--- src/design/dgp_pkg.sv ---
// Package for the dual general-purpose port block: register indices,
// reset values, field positions and the pin-drive carrier types.
// Assumes an APB master with 32-bit data and word-aligned addresses.
package dgp_pkg;

  // Register indices; the byte address is four times the index
  localparam logic [9:0] IDX_PA_DATA = 10'h005;
  localparam logic [9:0] IDX_PA_DIR  = 10'h085;
  localparam logic [9:0] IDX_AN_CFG  = 10'h09f;
  localparam logic [9:0] IDX_PB_DATA = 10'h006;
  localparam logic [9:0] IDX_PB_DIR  = 10'h086;
  localparam logic [9:0] IDX_OPTION  = 10'h081;
  localparam logic [9:0] IDX_INT_CTL = 10'h0a0;
  localparam logic [9:0] IDX_PERIPH  = 10'h0a1;

  localparam int PA_W = 6;
  localparam int PB_W = 8;

  // Reset values
  localparam logic [5:0] RST_PA_DIR  = 6'h3f;
  localparam logic [7:0] RST_PB_DIR  = 8'hff;
  localparam logic [7:0] RST_OPTION  = 8'hff;
  localparam logic [2:0] RST_AN_CFG  = 3'h0;
  localparam logic [5:0] RST_PA_LAT  = 6'h00;
  localparam logic [7:0] RST_PB_LAT  = 8'h00;

  // Field positions
  localparam int POS_TMR_PIN      = 4;
  localparam int POS_EXT_IRQ_PIN  = 0;
  localparam int POS_PULLUP_DIS_N = 7;
  localparam int POS_CHANGE_FLAG  = 0;
  localparam int POS_WAKE_EN      = 1;
  localparam int POS_PER_TMR      = 0;
  localparam int POS_PER_EXT      = 1;

  // Pin drive of one port
  typedef struct packed {
    logic [5:0] out;
    logic [5:0] oe;
  } dgp_pa_drv_s;

  typedef struct packed {
    logic [7:0] out;
    logic [7:0] oe;
  } dgp_pb_drv_s;

  // Per-pin analog selection from the 3-bit configuration field
  function automatic logic [5:0] dgp_analog_mask(input logic [2:0] cfg);
    case (cfg)
      3'h0:    dgp_analog_mask = 6'h2f;
      3'h1:    dgp_analog_mask = 6'h0f;
      3'h2:    dgp_analog_mask = 6'h07;
      3'h3:    dgp_analog_mask = 6'h03;
      3'h4:    dgp_analog_mask = 6'h01;
      default: dgp_analog_mask = 6'h00;
    endcase
  endfunction : dgp_analog_mask

endpackage : dgp_pkg

--- src/design/dgp_port.sv ---
// Two general-purpose ports behind an APB slave: a 6-bit port with timer
// clock and analog pins, an 8-bit port with pull-ups and change detect.
// Assumes pins are asynchronous to sys_clk and an external pad resolves
// out/oe into the wire level; no wait state on any APB access.
// Function
// - Port A direction one means input, zero drives
// - Port A has six pins, own bits
// - Data read gives pins, write sets latch
// - Writes are read-modify-write into the latch
// - A bit4 is timer clock, open drain
// - After reset analog pins read zero
// - Analog field selects per-pin mode, resets 000
// - Unimplemented register bits read as zero
// - Port B has eight pins, same direction
// - Option bit7 low enables all pull-ups
// - Pull-up off on any output pin
// - Pull-ups disabled after reset
// - Only upper four input pins compared
// - OR of mismatches sets change flag
// - Change flag can wake from sleep
// - Port B access refreshes compare value
// - Persisting mismatch keeps setting the flag
// - B bit0 external irq, Schmitt when enabled
// - Enabled peripheral takes pin from GPIO
//
// Register access over APB was chosen for this implementation.
`timescale 1ns/1ps
`default_nettype none

module dgp_port
  import dgp_pkg::*;
(
  input  wire logic        sys_clk,
  input  wire logic        nrst,
  input  wire logic        psel,
  input  wire logic        penable,
  input  wire logic        pwrite,
  input  wire logic [11:0] paddr,
  input  wire logic [31:0] pwdata,
  input  wire logic [3:0]  pstrb,
  output logic             pready,
  output logic [31:0]      prdata,
  output logic             pslverr,
  input  wire logic [5:0]  paIn,
  output dgp_pa_drv_s      paDrv,
  output logic [5:0]       analogSel,
  output logic             timerClkIn,
  input  wire logic [7:0]  pbIn,
  output dgp_pb_drv_s      pbDrv,
  output logic [7:0]       pbPullupEn,
  output logic             extIrqIn,
  output logic             extIrqSchmitt,
  output logic             portChangeWake
);

  typedef struct packed {
    logic [5:0]  latchA;
    logic [5:0]  dirA;
    logic [2:0]  anCfg;
    logic [7:0]  latchB;
    logic [7:0]  dirB;
    logic [7:0]  option;
    logic        flag;
    logic        wakeEn;
    logic [1:0]  periph;
    logic [3:0]  oldB;
    logic [5:0]  syncA1;
    logic [5:0]  syncA2;
    logic [7:0]  syncB1;
    logic [7:0]  syncB2;
    logic [31:0] rdata;
  } dgp_state_s;

  dgp_state_s st_q;
  dgp_state_s st_d;

  logic [9:0] idx;
  logic       mapped;
  logic       setup;
  logic       access;
  logic       wrAcc;
  logic [5:0] anMask;
  logic [5:0] pinA;
  logic [7:0] pinB;
  logic       accB;
  logic       mismatch;
  logic [5:0] gpioA;
  logic [7:0] gpioB;

  assign idx    = paddr[11:2];
  assign setup  = psel && !penable;
  assign access = psel && penable;
  assign wrAcc  = access && pwrite && mapped && pstrb[0];
  assign accB   = access && mapped && (idx == IDX_PB_DATA);

  always_comb begin
    case (idx)
      IDX_PA_DATA, IDX_PA_DIR, IDX_AN_CFG, IDX_PB_DATA,
      IDX_PB_DIR, IDX_OPTION, IDX_INT_CTL, IDX_PERIPH: mapped = 1'b1;
      default: mapped = 1'b0;
    endcase
  end

  assign anMask = dgp_analog_mask(st_q.anCfg);
  // Analog pins read as zero on the digital side
  assign pinA   = st_q.syncA2 & ~anMask;
  assign pinB   = st_q.syncB2;

  // Only input pins of the upper nibble take part
  assign mismatch = |((st_q.syncB2[7:4] ^ st_q.oldB) & st_q.dirB[7:4]);

  // An enabled peripheral forces its pin to input
  always_comb begin
    gpioA = st_q.dirA;
    gpioB = st_q.dirB;
    if (st_q.periph[POS_PER_TMR]) begin
      gpioA[POS_TMR_PIN] = 1'b1;
    end
    if (st_q.periph[POS_PER_EXT]) begin
      gpioB[POS_EXT_IRQ_PIN] = 1'b1;
    end
  end

  always_comb begin
    st_d        = st_q;
    st_d.syncA1 = paIn;
    st_d.syncA2 = st_q.syncA1;
    st_d.syncB1 = pbIn;
    st_d.syncB2 = st_q.syncB1;
    // Read data is captured in the setup cycle so prdata is a flop
    if (setup) begin
      st_d.rdata = 32'h0000_0000;
      case (idx)
        IDX_PA_DATA: st_d.rdata[5:0] = pinA;
        IDX_PA_DIR:  st_d.rdata[5:0] = st_q.dirA;
        IDX_AN_CFG:  st_d.rdata[2:0] = st_q.anCfg;
        IDX_PB_DATA: st_d.rdata[7:0] = pinB;
        IDX_PB_DIR:  st_d.rdata[7:0] = st_q.dirB;
        IDX_OPTION:  st_d.rdata[7:0] = st_q.option;
        IDX_INT_CTL: begin
          st_d.rdata[POS_CHANGE_FLAG] = st_q.flag;
          st_d.rdata[POS_WAKE_EN]     = st_q.wakeEn;
        end
        IDX_PERIPH:  st_d.rdata[1:0] = st_q.periph;
        default:     st_d.rdata = 32'h0000_0000;
      endcase
    end
    // Without the byte strobe, the latch still reloads from the pins
    if (access && pwrite && mapped && idx == IDX_PA_DATA) begin
      st_d.latchA = pstrb[0] ? pwdata[5:0] : pinA;
    end
    if (access && pwrite && mapped && idx == IDX_PB_DATA) begin
      st_d.latchB = pstrb[0] ? pwdata[7:0] : pinB;
    end
    if (wrAcc) begin
      case (idx)
        IDX_PA_DIR:  st_d.dirA   = pwdata[5:0];
        IDX_AN_CFG:  st_d.anCfg  = pwdata[2:0];
        IDX_PB_DIR:  st_d.dirB   = pwdata[7:0];
        IDX_OPTION:  st_d.option = pwdata[7:0];
        IDX_INT_CTL: begin
          st_d.flag   = st_q.flag & pwdata[POS_CHANGE_FLAG];
          st_d.wakeEn = pwdata[POS_WAKE_EN];
        end
        IDX_PERIPH:  st_d.periph = pwdata[1:0];
        default:     st_d.periph = st_q.periph;
      endcase
    end
    if (accB) begin
      st_d.oldB = st_q.syncB2[7:4];
    end
    // A mismatch wins over a software clear in the same cycle
    if (mismatch) begin
      st_d.flag = 1'b1;
    end
  end

  always_ff @(posedge sys_clk) begin
    if (!nrst) begin
      st_q        <= '0;
      st_q.latchA <= RST_PA_LAT;
      st_q.dirA   <= RST_PA_DIR;
      st_q.anCfg  <= RST_AN_CFG;
      st_q.latchB <= RST_PB_LAT;
      st_q.dirB   <= RST_PB_DIR;
      st_q.option <= RST_OPTION;
    end else begin
      st_q <= st_d;
    end
  end

  assign pready  = access;
  assign pslverr = access && !mapped;
  assign prdata  = st_q.rdata;

  genvar gi;
  generate
    for (gi = 0; gi < PA_W; gi++) begin : g_pa
      if (gi == POS_TMR_PIN) begin : g_od
        // Open drain: only a low latch pulls the pin, never driven high
        assign paDrv.out[gi] = 1'b0;
        assign paDrv.oe[gi]  = !gpioA[gi] && !st_q.latchA[gi];
      end else begin : g_pp
        assign paDrv.out[gi] = st_q.latchA[gi];
        assign paDrv.oe[gi]  = !gpioA[gi];
      end
    end
    for (gi = 0; gi < PB_W; gi++) begin : g_pb
      assign pbDrv.out[gi]   = st_q.latchB[gi];
      assign pbDrv.oe[gi]    = !gpioB[gi];
      assign pbPullupEn[gi]  = !st_q.option[POS_PULLUP_DIS_N] && st_q.dirB[gi];
    end
  endgenerate

  assign analogSel      = anMask;
  assign timerClkIn     = st_q.syncA2[POS_TMR_PIN];
  assign extIrqIn       = st_q.syncB2[POS_EXT_IRQ_PIN];
  assign extIrqSchmitt  = st_q.periph[POS_PER_EXT];
  assign portChangeWake = st_q.flag && st_q.wakeEn;

  a_pa_dir_write:
  assert property (@(posedge sys_clk) disable iff (!nrst)
    (wrAcc && idx == IDX_PA_DIR && !st_q.periph[POS_PER_TMR])
      |=> paDrv.oe[3:0] == ~$past(pwdata[3:0]))
    else $error("port A drive does not follow written direction");

  a_od_never_high:
  assert property (@(posedge sys_clk) disable iff (!nrst)
    paDrv.oe[POS_TMR_PIN] |-> !paDrv.out[POS_TMR_PIN] && !st_q.latchA[POS_TMR_PIN])
    else $error("timer clock pin driven high");

  a_pa_read_pins:
  assert property (@(posedge sys_clk) disable iff (!nrst)
    (setup && !pwrite && idx == IDX_PA_DATA)
      |=> pready && prdata[5:0] == ($past(st_q.syncA2) & ~$past(anMask)))
    else $error("port A read does not return pin levels");

  a_upper_zero:
  assert property (@(posedge sys_clk) disable iff (!nrst)
    pready |-> prdata[31:8] == 24'h000000)
    else $error("unimplemented bits not zero");

  a_analog_reset:
  assert property (@(posedge sys_clk) disable iff (!nrst)
    $rose(nrst) |-> analogSel == 6'h2f && st_q.anCfg == 3'h0)
    else $error("analog pins not selected after reset");

  a_pullup_output:
  assert property (@(posedge sys_clk) disable iff (!nrst)
    (pbPullupEn & ~st_q.dirB) == 8'h00)
    else $error("pull-up on output pin");

  a_pullup_reset:
  assert property (@(posedge sys_clk) disable iff (!nrst)
    $rose(nrst) |-> pbPullupEn == 8'h00 [*2])
    else $error("pull-ups active after reset");

  a_change_set:
  assert property (@(posedge sys_clk) disable iff (!nrst)
    mismatch |=> st_q.flag)
    else $error("mismatch did not set change flag");

  a_no_spurious:
  assert property (@(posedge sys_clk) disable iff (!nrst)
    (!st_q.flag && !mismatch) |=> !st_q.flag)
    else $error("change flag set without mismatch");

  a_refresh_old:
  assert property (@(posedge sys_clk) disable iff (!nrst)
    accB |=> st_q.oldB == $past(st_q.syncB2[7:4]))
    else $error("compare value not refreshed");

  a_pa_dir_store:
  assert property (@(posedge sys_clk) disable iff (!nrst)
    (wrAcc && idx == IDX_PA_DIR) |=> st_q.dirA == $past(pwdata[5:0]))
    else $error("port A direction not stored");

  a_pa_latch_store:
  assert property (@(posedge sys_clk) disable iff (!nrst)
    (wrAcc && idx == IDX_PA_DATA) |=> st_q.latchA == $past(pwdata[5:0]))
    else $error("port A latch not written");

  a_pa_rmw_reload:
  assert property (@(posedge sys_clk) disable iff (!nrst)
    (access && pwrite && !pstrb[0] && idx == IDX_PA_DATA)
      |=> st_q.latchA == $past(pinA))
    else $error("port A latch not reloaded from pins");

  a_pb_rmw_reload:
  assert property (@(posedge sys_clk) disable iff (!nrst)
    (access && pwrite && !pstrb[0] && idx == IDX_PB_DATA)
      |=> st_q.latchB == $past(pinB))
    else $error("port B latch not reloaded from pins");

  a_pb_latch_drive:
  assert property (@(posedge sys_clk) disable iff (!nrst)
    (wrAcc && idx == IDX_PB_DATA) |=> pbDrv.out == $past(pwdata[7:0]))
    else $error("port B drive does not follow latch write");

  a_pb_dir_write:
  assert property (@(posedge sys_clk) disable iff (!nrst)
    (wrAcc && idx == IDX_PB_DIR && !st_q.periph[POS_PER_EXT])
      |=> pbDrv.oe == ~$past(pwdata[7:0]))
    else $error("port B drive does not follow written direction");

  a_pb_read_pins:
  assert property (@(posedge sys_clk) disable iff (!nrst)
    (setup && !pwrite && idx == IDX_PB_DATA)
      |=> pready && prdata[7:0] == $past(st_q.syncB2))
    else $error("port B read does not return pin levels");

  a_an_cfg_store:
  assert property (@(posedge sys_clk) disable iff (!nrst)
    (wrAcc && idx == IDX_AN_CFG) |=> st_q.anCfg == $past(pwdata[2:0]))
    else $error("analog configuration not stored");

  a_digital_all:
  assert property (@(posedge sys_clk) disable iff (!nrst)
    (st_q.anCfg > 3'h4) |-> analogSel == 6'h00)
    else $error("analog pin selected in all-digital setting");

  a_analog_read_zero:
  assert property (@(posedge sys_clk) disable iff (!nrst)
    (pready && !pwrite && idx == IDX_PA_DATA) |-> (prdata[5:0] & analogSel) == 6'h00)
    else $error("analog pin reads nonzero");

  a_pullup_write:
  assert property (@(posedge sys_clk) disable iff (!nrst)
    (wrAcc && idx == IDX_OPTION && !pwdata[POS_PULLUP_DIS_N])
      |=> pbPullupEn == st_q.dirB)
    else $error("pull-ups not enabled on input pins");

  a_pullup_off:
  assert property (@(posedge sys_clk) disable iff (!nrst)
    st_q.option[POS_PULLUP_DIS_N] |-> pbPullupEn == 8'h00)
    else $error("pull-up on while globally disabled");

  a_out_excluded:
  assert property (@(posedge sys_clk) disable iff (!nrst)
    (!st_q.flag && st_q.dirB[7:4] == 4'h0) |=> !st_q.flag)
    else $error("output pins set the change flag");

  a_flag_clear:
  assert property (@(posedge sys_clk) disable iff (!nrst)
    (wrAcc && idx == IDX_INT_CTL && !pwdata[POS_CHANGE_FLAG] && !mismatch)
      |=> !st_q.flag)
    else $error("change flag not cleared");

  a_wake_follow:
  assert property (@(posedge sys_clk) disable iff (!nrst)
    (mismatch && st_q.wakeEn && !wrAcc) |=> portChangeWake)
    else $error("port change does not raise wake");

  a_schmitt_sel:
  assert property (@(posedge sys_clk) disable iff (!nrst)
    (wrAcc && idx == IDX_PERIPH) |=> extIrqSchmitt == $past(pwdata[POS_PER_EXT]))
    else $error("Schmitt select does not follow peripheral enable");

  a_tmr_forced_in:
  assert property (@(posedge sys_clk) disable iff (!nrst)
    st_q.periph[POS_PER_TMR] |-> !paDrv.oe[POS_TMR_PIN])
    else $error("timer clock pin driven while peripheral owns it");

  a_ext_forced_in:
  assert property (@(posedge sys_clk) disable iff (!nrst)
    st_q.periph[POS_PER_EXT] |-> !pbDrv.oe[POS_EXT_IRQ_PIN])
    else $error("interrupt pin driven while peripheral owns it");

  a_tmr_sync:
  assert property (@(posedge sys_clk) disable iff (!nrst)
    $past(nrst, 2) |-> timerClkIn == $past(paIn[POS_TMR_PIN], 2))
    else $error("timer clock input not two flops behind pin");

  a_irq_sync:
  assert property (@(posedge sys_clk) disable iff (!nrst)
    $past(nrst, 2) |-> extIrqIn == $past(pbIn[POS_EXT_IRQ_PIN], 2))
    else $error("interrupt input not two flops behind pin");

  a_unmapped_zero:
  assert property (@(posedge sys_clk) disable iff (!nrst)
    (pready && !mapped) |-> pslverr && prdata == 32'h0000_0000)
    else $error("unmapped access not refused");

endmodule : dgp_port

`default_nettype wire

--- config.mk ---
export PLATFORM = sky130hd
export DESIGN_NAME = dgp_port
export DESIGN_NICKNAME = d
export VERILOG_FILES = /design/src/design/dgp_pkg.sv /design/src/design/dgp_port.sv
export SDC_FILE = /design/constraint.sdc
export NUM_CORES = 1
export LEC_CHECK = 0
export ABC_AREA = 1
export BUFFER_PORTS_ARGS = -buffer_cell sky130_fd_sc_hd__buf_2
export CAP_MARGIN = 20
export CORE_ASPECT_RATIO = 1.25
export CORE_UTILIZATION = 45
export CTS_BUF_LIST = sky130_fd_sc_hd__clkbuf_16
export DETAILED_ROUTE_END_ITERATION = 8
export PLACE_DENSITY = 0.75
export SYNTH_ARGS = -nofsm -noshare
export SYNTH_HDL_FRONTEND = slang
export SYNTH_SLANG_ARGS = --single-unit
--- constraint.sdc ---
create_clock -name sys_clk -period 1.7 [get_ports sys_clk]
set_input_delay 0.34 -clock sys_clk [delete_from_list [all_inputs] [get_ports sys_clk]]
set_output_delay 0.34 -clock sys_clk [all_outputs]
set_load 0.005 [all_outputs]
# Word level (Yosys, flattened, before mapping)

Index checks and enable logic that the tools add are counted.

Equality and inequality tests: 12
$lt $le $gt $ge: 0
Add/subtract/negate cells: 0
Shift-type cells: 0
Reductions and logical operators: 50
Divide/modulo/power cells: 0
Bitwise gates (word level): 5
Mux-type cells: 14
Multipliers: 0

Operator list:

| cell                                                             | number |
|---|---|
| 10-bit by 8-bit == test with 1-bit output, second input constant | 6 |
| 6-bit case mux with 5 select lines                               | 1 |
| 10-bit by 3-bit == test with 1-bit output, second input constant | 2 |
| 1-bit logical AND                                                | 20 |
| 1-bit zero test                                                  | 18 |
| 2-bit case mux with 8 select lines                               | 1 |
| 3-bit case mux with 5 select lines                               | 1 |
| 2-bit AND reduction                                              | 7 |
| 8-bit 2-to-1 mux                                                 | 1 |
| 8-bit OR reduction                                               | 1 |
| 6-bit bitwise AND                                                | 1 |
| 3-bit by 2-bit == test with 1-bit output, second input constant  | 2 |
| 6-bit 2-to-1 mux                                                 | 1 |
| 6-bit NOT                                                        | 1 |
| 1-bit case mux with 6 select lines                               | 1 |
| 2-bit case mux with 3 select lines                               | 1 |
| 4-bit bitwise AND                                                | 1 |
| 1-bit 2-to-1 mux                                                 | 4 |
| 2-bit 2-to-1 mux                                                 | 2 |
| 4-bit 2-to-1 mux                                                 | 1 |
| 2-bit nonzero test                                               | 2 |
| 4-bit OR reduction                                               | 1 |
| 4-bit XOR                                                        | 1 |
| 3-bit by 1-bit == test with 1-bit output, second input constant  | 1 |
| 3 further kinds                                                  | 3 |

Memories kept: 0
Memory bits (writable): 0
Latch bits: 0
Bits in registers: 83
Bits in read-only memories: 0
Logic and storage cells: 96

# Longest topological paths before layout

Depth in word-level cells: 7
Gate-level depth with buffers: 12

# Worst setup path after synthesis

No wires, ideal clock.

Path kind: input-to-reg
Start point: in paddr[8]
End point: reg st_q, in the netlist gpioB[1]
Stages: 11
Path buffers: 1
Slack: -0.042 ns
Data arrival time: 1.604 ns
Data required time: 1.562 ns
Cell sequence: inv_1 -> nand2_2 -> nor2_1 -> nand2_1 -> nand2_1 -> nor2_1 -> nand2_4 -> nand3_4 -> nor2_4 -> buf_4 -> o211ai_1

Word-level cells in the longest chain between the ends: 6
Elaborated cells between the ends (all ways): 13
Those cells by class: 8 x eq/ne; 1 x mux; 4 x reduce/logical

RTL lines:

| what                                                                    | RTL line        | source |
|---|---|---|
| start, declared                                                         | dgp_port.sv:38  | `input wire logic [11:0] paddr,` |
| 10-bit by 3-bit == test with 1-bit output, or another cell as far along | dgp_port.sv:97  | `case (idx)` |
| 8-bit OR reduction                                                      | dgp_port.sv:97  |  |
| 1-bit 2-to-1 mux                                                        | dgp_port.sv:97  |  |
| 1-bit logical AND (2 in series)                                         | dgp_port.sv:93  | `assign wrAcc = access && pwrite && mapped && pstrb[0];` |
| 2-bit AND reduction (no line) *                                         | --              |  |
| end signal, assigned                                                    | dgp_port.sv:188 | `st_q <= st_d;` |
| end, declared                                                           | dgp_port.sv:74  | `dgp_state_s st_q;` |

Mark *: on every way between the ends. The rest lies on a longest branch, timed or not.
A chain may end at the register's enable or synchronous reset.

# Worst setup path in the final report

Start point: in paddr[10]
End point: reg st_q[71] in the netlist's numbering

Same word-level chain as after synthesis.

==> flow_metrics.py <==
metrics = {
    "clocking": {
        "cts_tree": "built",
        "clk_pin_slew_ps": 60,
        "cts_buffers": 9,
        "clk_latency_ps": 340,
        "cts_sinks": 83,
        "clock_tree.root_cell": "clkbuf_16",
        "htree_levels": 3,
        "clockBufferDepth": 2,
        "holdBufCountCts": 0,
    },
    "critical_path": {
        "r2r_start": "st_q[92]",
        "rr_worst_depth": 8,
        "end_kind": "flip-flop",
        "critPathLaunch": "paddr[10]",
        "setup.worst_path.end": "st_q[71]",
        "startpoint_type": "primary input",
        "arrival_ps": 1840,
        "worstSetupPathType": "in -> reg",
        "r2r_setup_slack_ps": 310,
        "worstPathRequired_ps": 1900,
        "timing.rr.end": "prdata[0]",
        "critPathMaxFanout": 8,
    },
    "layout": {
        "stdcell_area_mm2": 0.005110,
        "insertedDiodeCount": 0,
        "area_delta_synth_final_pct": 26.52,
        "final_net_count": 758,
        "final_core_util": 0.5873,
        "drive_gt1_frac": 0.2859,
    },
    "placed_design": {
        "place_congestion": 0.8835,
        "place_area_mm2": 0.004629,
        "hpwl_um": 8020,
        "portBuffers": 91,
    },
    "route": {
        "detail_route.first_pass.iterations": 4,
        "via_per_inst": 4.699,
        "drc": 0,
        "first_iter_violations": 303,
        "wl_per_cell_um": 13.06,
        "drt-total-wl_um": 10650,
        "detail-route-antenna-nets": 0,
        "vias": 3834,
    },
    "timing": {
        "fin_skew_ps": 4.821,
        "finalCritPeriodShare": 0.9651,
        "slew_violations": 0,
        "clock.fmax_ghz": 0.6095,
        "finalSetupViolCount": 0,
        "rsz0062_at_grt": "true",
        "fin_crit_ps": 1641,
        "hold_viol": 0,
    },
    "synth": {
        "ys_ff_latch": 83,
        "synth_area_mm2": 0.004039,
        "synth_top_family_by_area": "simple AND/OR/NAND/NOR gates",
        "synthCells": 580,
        "ys_warn_count": 0,
        "syn_area_per_cell_um2": 6.964,
        "yosys-mux-area-fraction": 0,
        "synth-simple-area-share": 0.2701,
        "synth_xor_area_frac": 0,
        "ys_seq_area_frac": 0.4114,
        "synth_compound_area_frac": 0.1298,
        "synth_cell_types": 29,
        "synthAdderAreaFrac": 0,
    },
    "power": {
        "p_per_area_mw_per_mm2": 787.3,
        "max-vdd-ir-drop_mv": 0.5232,
        "p_leak_nw": 2.762,
    },
    "floorplan": {
        "initial_core_util": 0.4642,
        "die_y_um": 107.9,
        "dieArea_mm2": 0.009360,
        "die_w_um": 86.74,
        "rows": 38,
        "pin_count": 147,
        "core-area_mm2": 0.008701,
    },
    "run": {
        "maxCapViolCount": 0,
    },
    "grt": {
        "grt_pass1_vias": 3588,
        "grt_util_all_layers": 0.2364,
        "grt-ovfl-total": 0,
        "antenna_found_initial": 0,
        "grt_pass1_wl_um": 16620,
        "grt_start_max_net_pins": 30,
    },
    "min_path": {
        "hp-class": "in -> reg",
        "worstHoldPathCells": 3,
    },
    "status": {
        "status": "completed",
    },
}
## cells by family (layout without fill, tap and decap cells)
logic type	after synthesis	in the layout
AOI/OAI and AO/OA	90	90
and+or+nand+nor	254	254
DFF	83	83
other	1	26
buffers and inverters	152	243
## metal layers
metal  vias up  part of all wire  track usage
met2       126              0.49       0.4070
met5         -                 0            0
met4         0             0.051       0.1750
met1      1711              0.41       0.2652
li1       1963                 -            -
met3        34             0.040      0.03067
## worst min-delay path by stage
stage                  start        to  slack [ps]
global route         paIn[5]  st_d[53]         190
CTS                  pbIn[5]  st_d[37]         170
floorplan           st_d[32]   pinB[0]         390
global placement    st_d[32]   pinB[0]         390
finish               pbIn[5]  st_d[37]         180
detailed placement  st_d[48]  st_q[48]         400
## cell usage in the layout, fill, tap and decap left out, drive strengths merged, types with 4 or more instances in the layout
cell and n:
inv 89, a21oi 21, o211ai 19, buf 138, nand2 147, clkinv 6
o21ai 37, nand4 4, nand3 22, dfxtp 83, clkbuf 9, conb 26
o22ai 7, nor2 80
## final cells by class
class / count / area, um2
multi-input cells: 370 / 1843
fillers: 824 / 3591
inverters: 89 / 336.6
flip-flops and latches: 83 / 1662
clock buffers: 9 / 225.2
clock inverters: 7 / 36.28
well taps: 120 / 150.1
repair buffers: 138 / 857.1
## Yosys cell counts, drive strengths merged
library cell,instances,area share
o211ai,19,0.035
nor2,80,0.086
o2111ai,1,0.0022
o221ai,1,0.0022
nand2,147,0.14
a22oi,1,0.0019
a21oi,21,0.026
inv,88,0.082
buf,51,0.094
o31ai,1,0.0019
nand4,4,0.0077
nor3,1,0.0012
conb,1,0.00093
a31oi,1,0.0015
a41oi,1,0.0022
o22ai,7,0.011
dfxtp,83,0.41
nand3,22,0.036
clkbuf,12,0.011
clkinv,1,0.00093
o21ai,37,0.046
## report_power, final
group	internal, W	switching, W	total [W]
clock network	0.000969	0.000754	0.00172
logic	0.000111	0.000190	0.000302
registers	0.00198	0.0000170	0.00200
## per-stage QoR
stage,setup WS (ps),hold slack (ps),std cells,total power (W),setup TNS (ps)
finish,59.27,177.6,816,0.004023,0
global route,-52.39,191.4,816,0.004165,-448.1
CTS,26.19,172.2,811,0.004027,0
detailed placement,-332.7,396.8,793,0.002306,-10820
global placement,-228.0,392.0,793,0.002300,-6615
floorplan,-25.18,390.5,605,0.002226,-207.5
## sequential cells by signal, summed over array words and instances, names as in the netlist
name           cells
gpioA              5
paDrv              5
st_q              26
st_d              14
gpioB              7
extIrqSchmitt      1
pinB               8
pbDrv              8
prdata             8
timerClkIn         1
## worst max-delay path, cell delays in order
cell and delay (ps):
buf_2 120, nor2_4 130, nand2_4 90, nor2_4 150, nand2_2 80, nand2_2 90
nor2_4 40, nand2_4 80, buf_6 120, nand3_4 160, nor2_4 210, buf_6 150
o211ai_1 80
## what timing repair did
action                                  CTS  global route
buffers inserted                          3             5
hold endpoints to repair                  0             0
endpoints found under the setup margin    1            31
pin swaps                                11            20
resized for setup                        22            31
(Power assumes the default switching activity.)
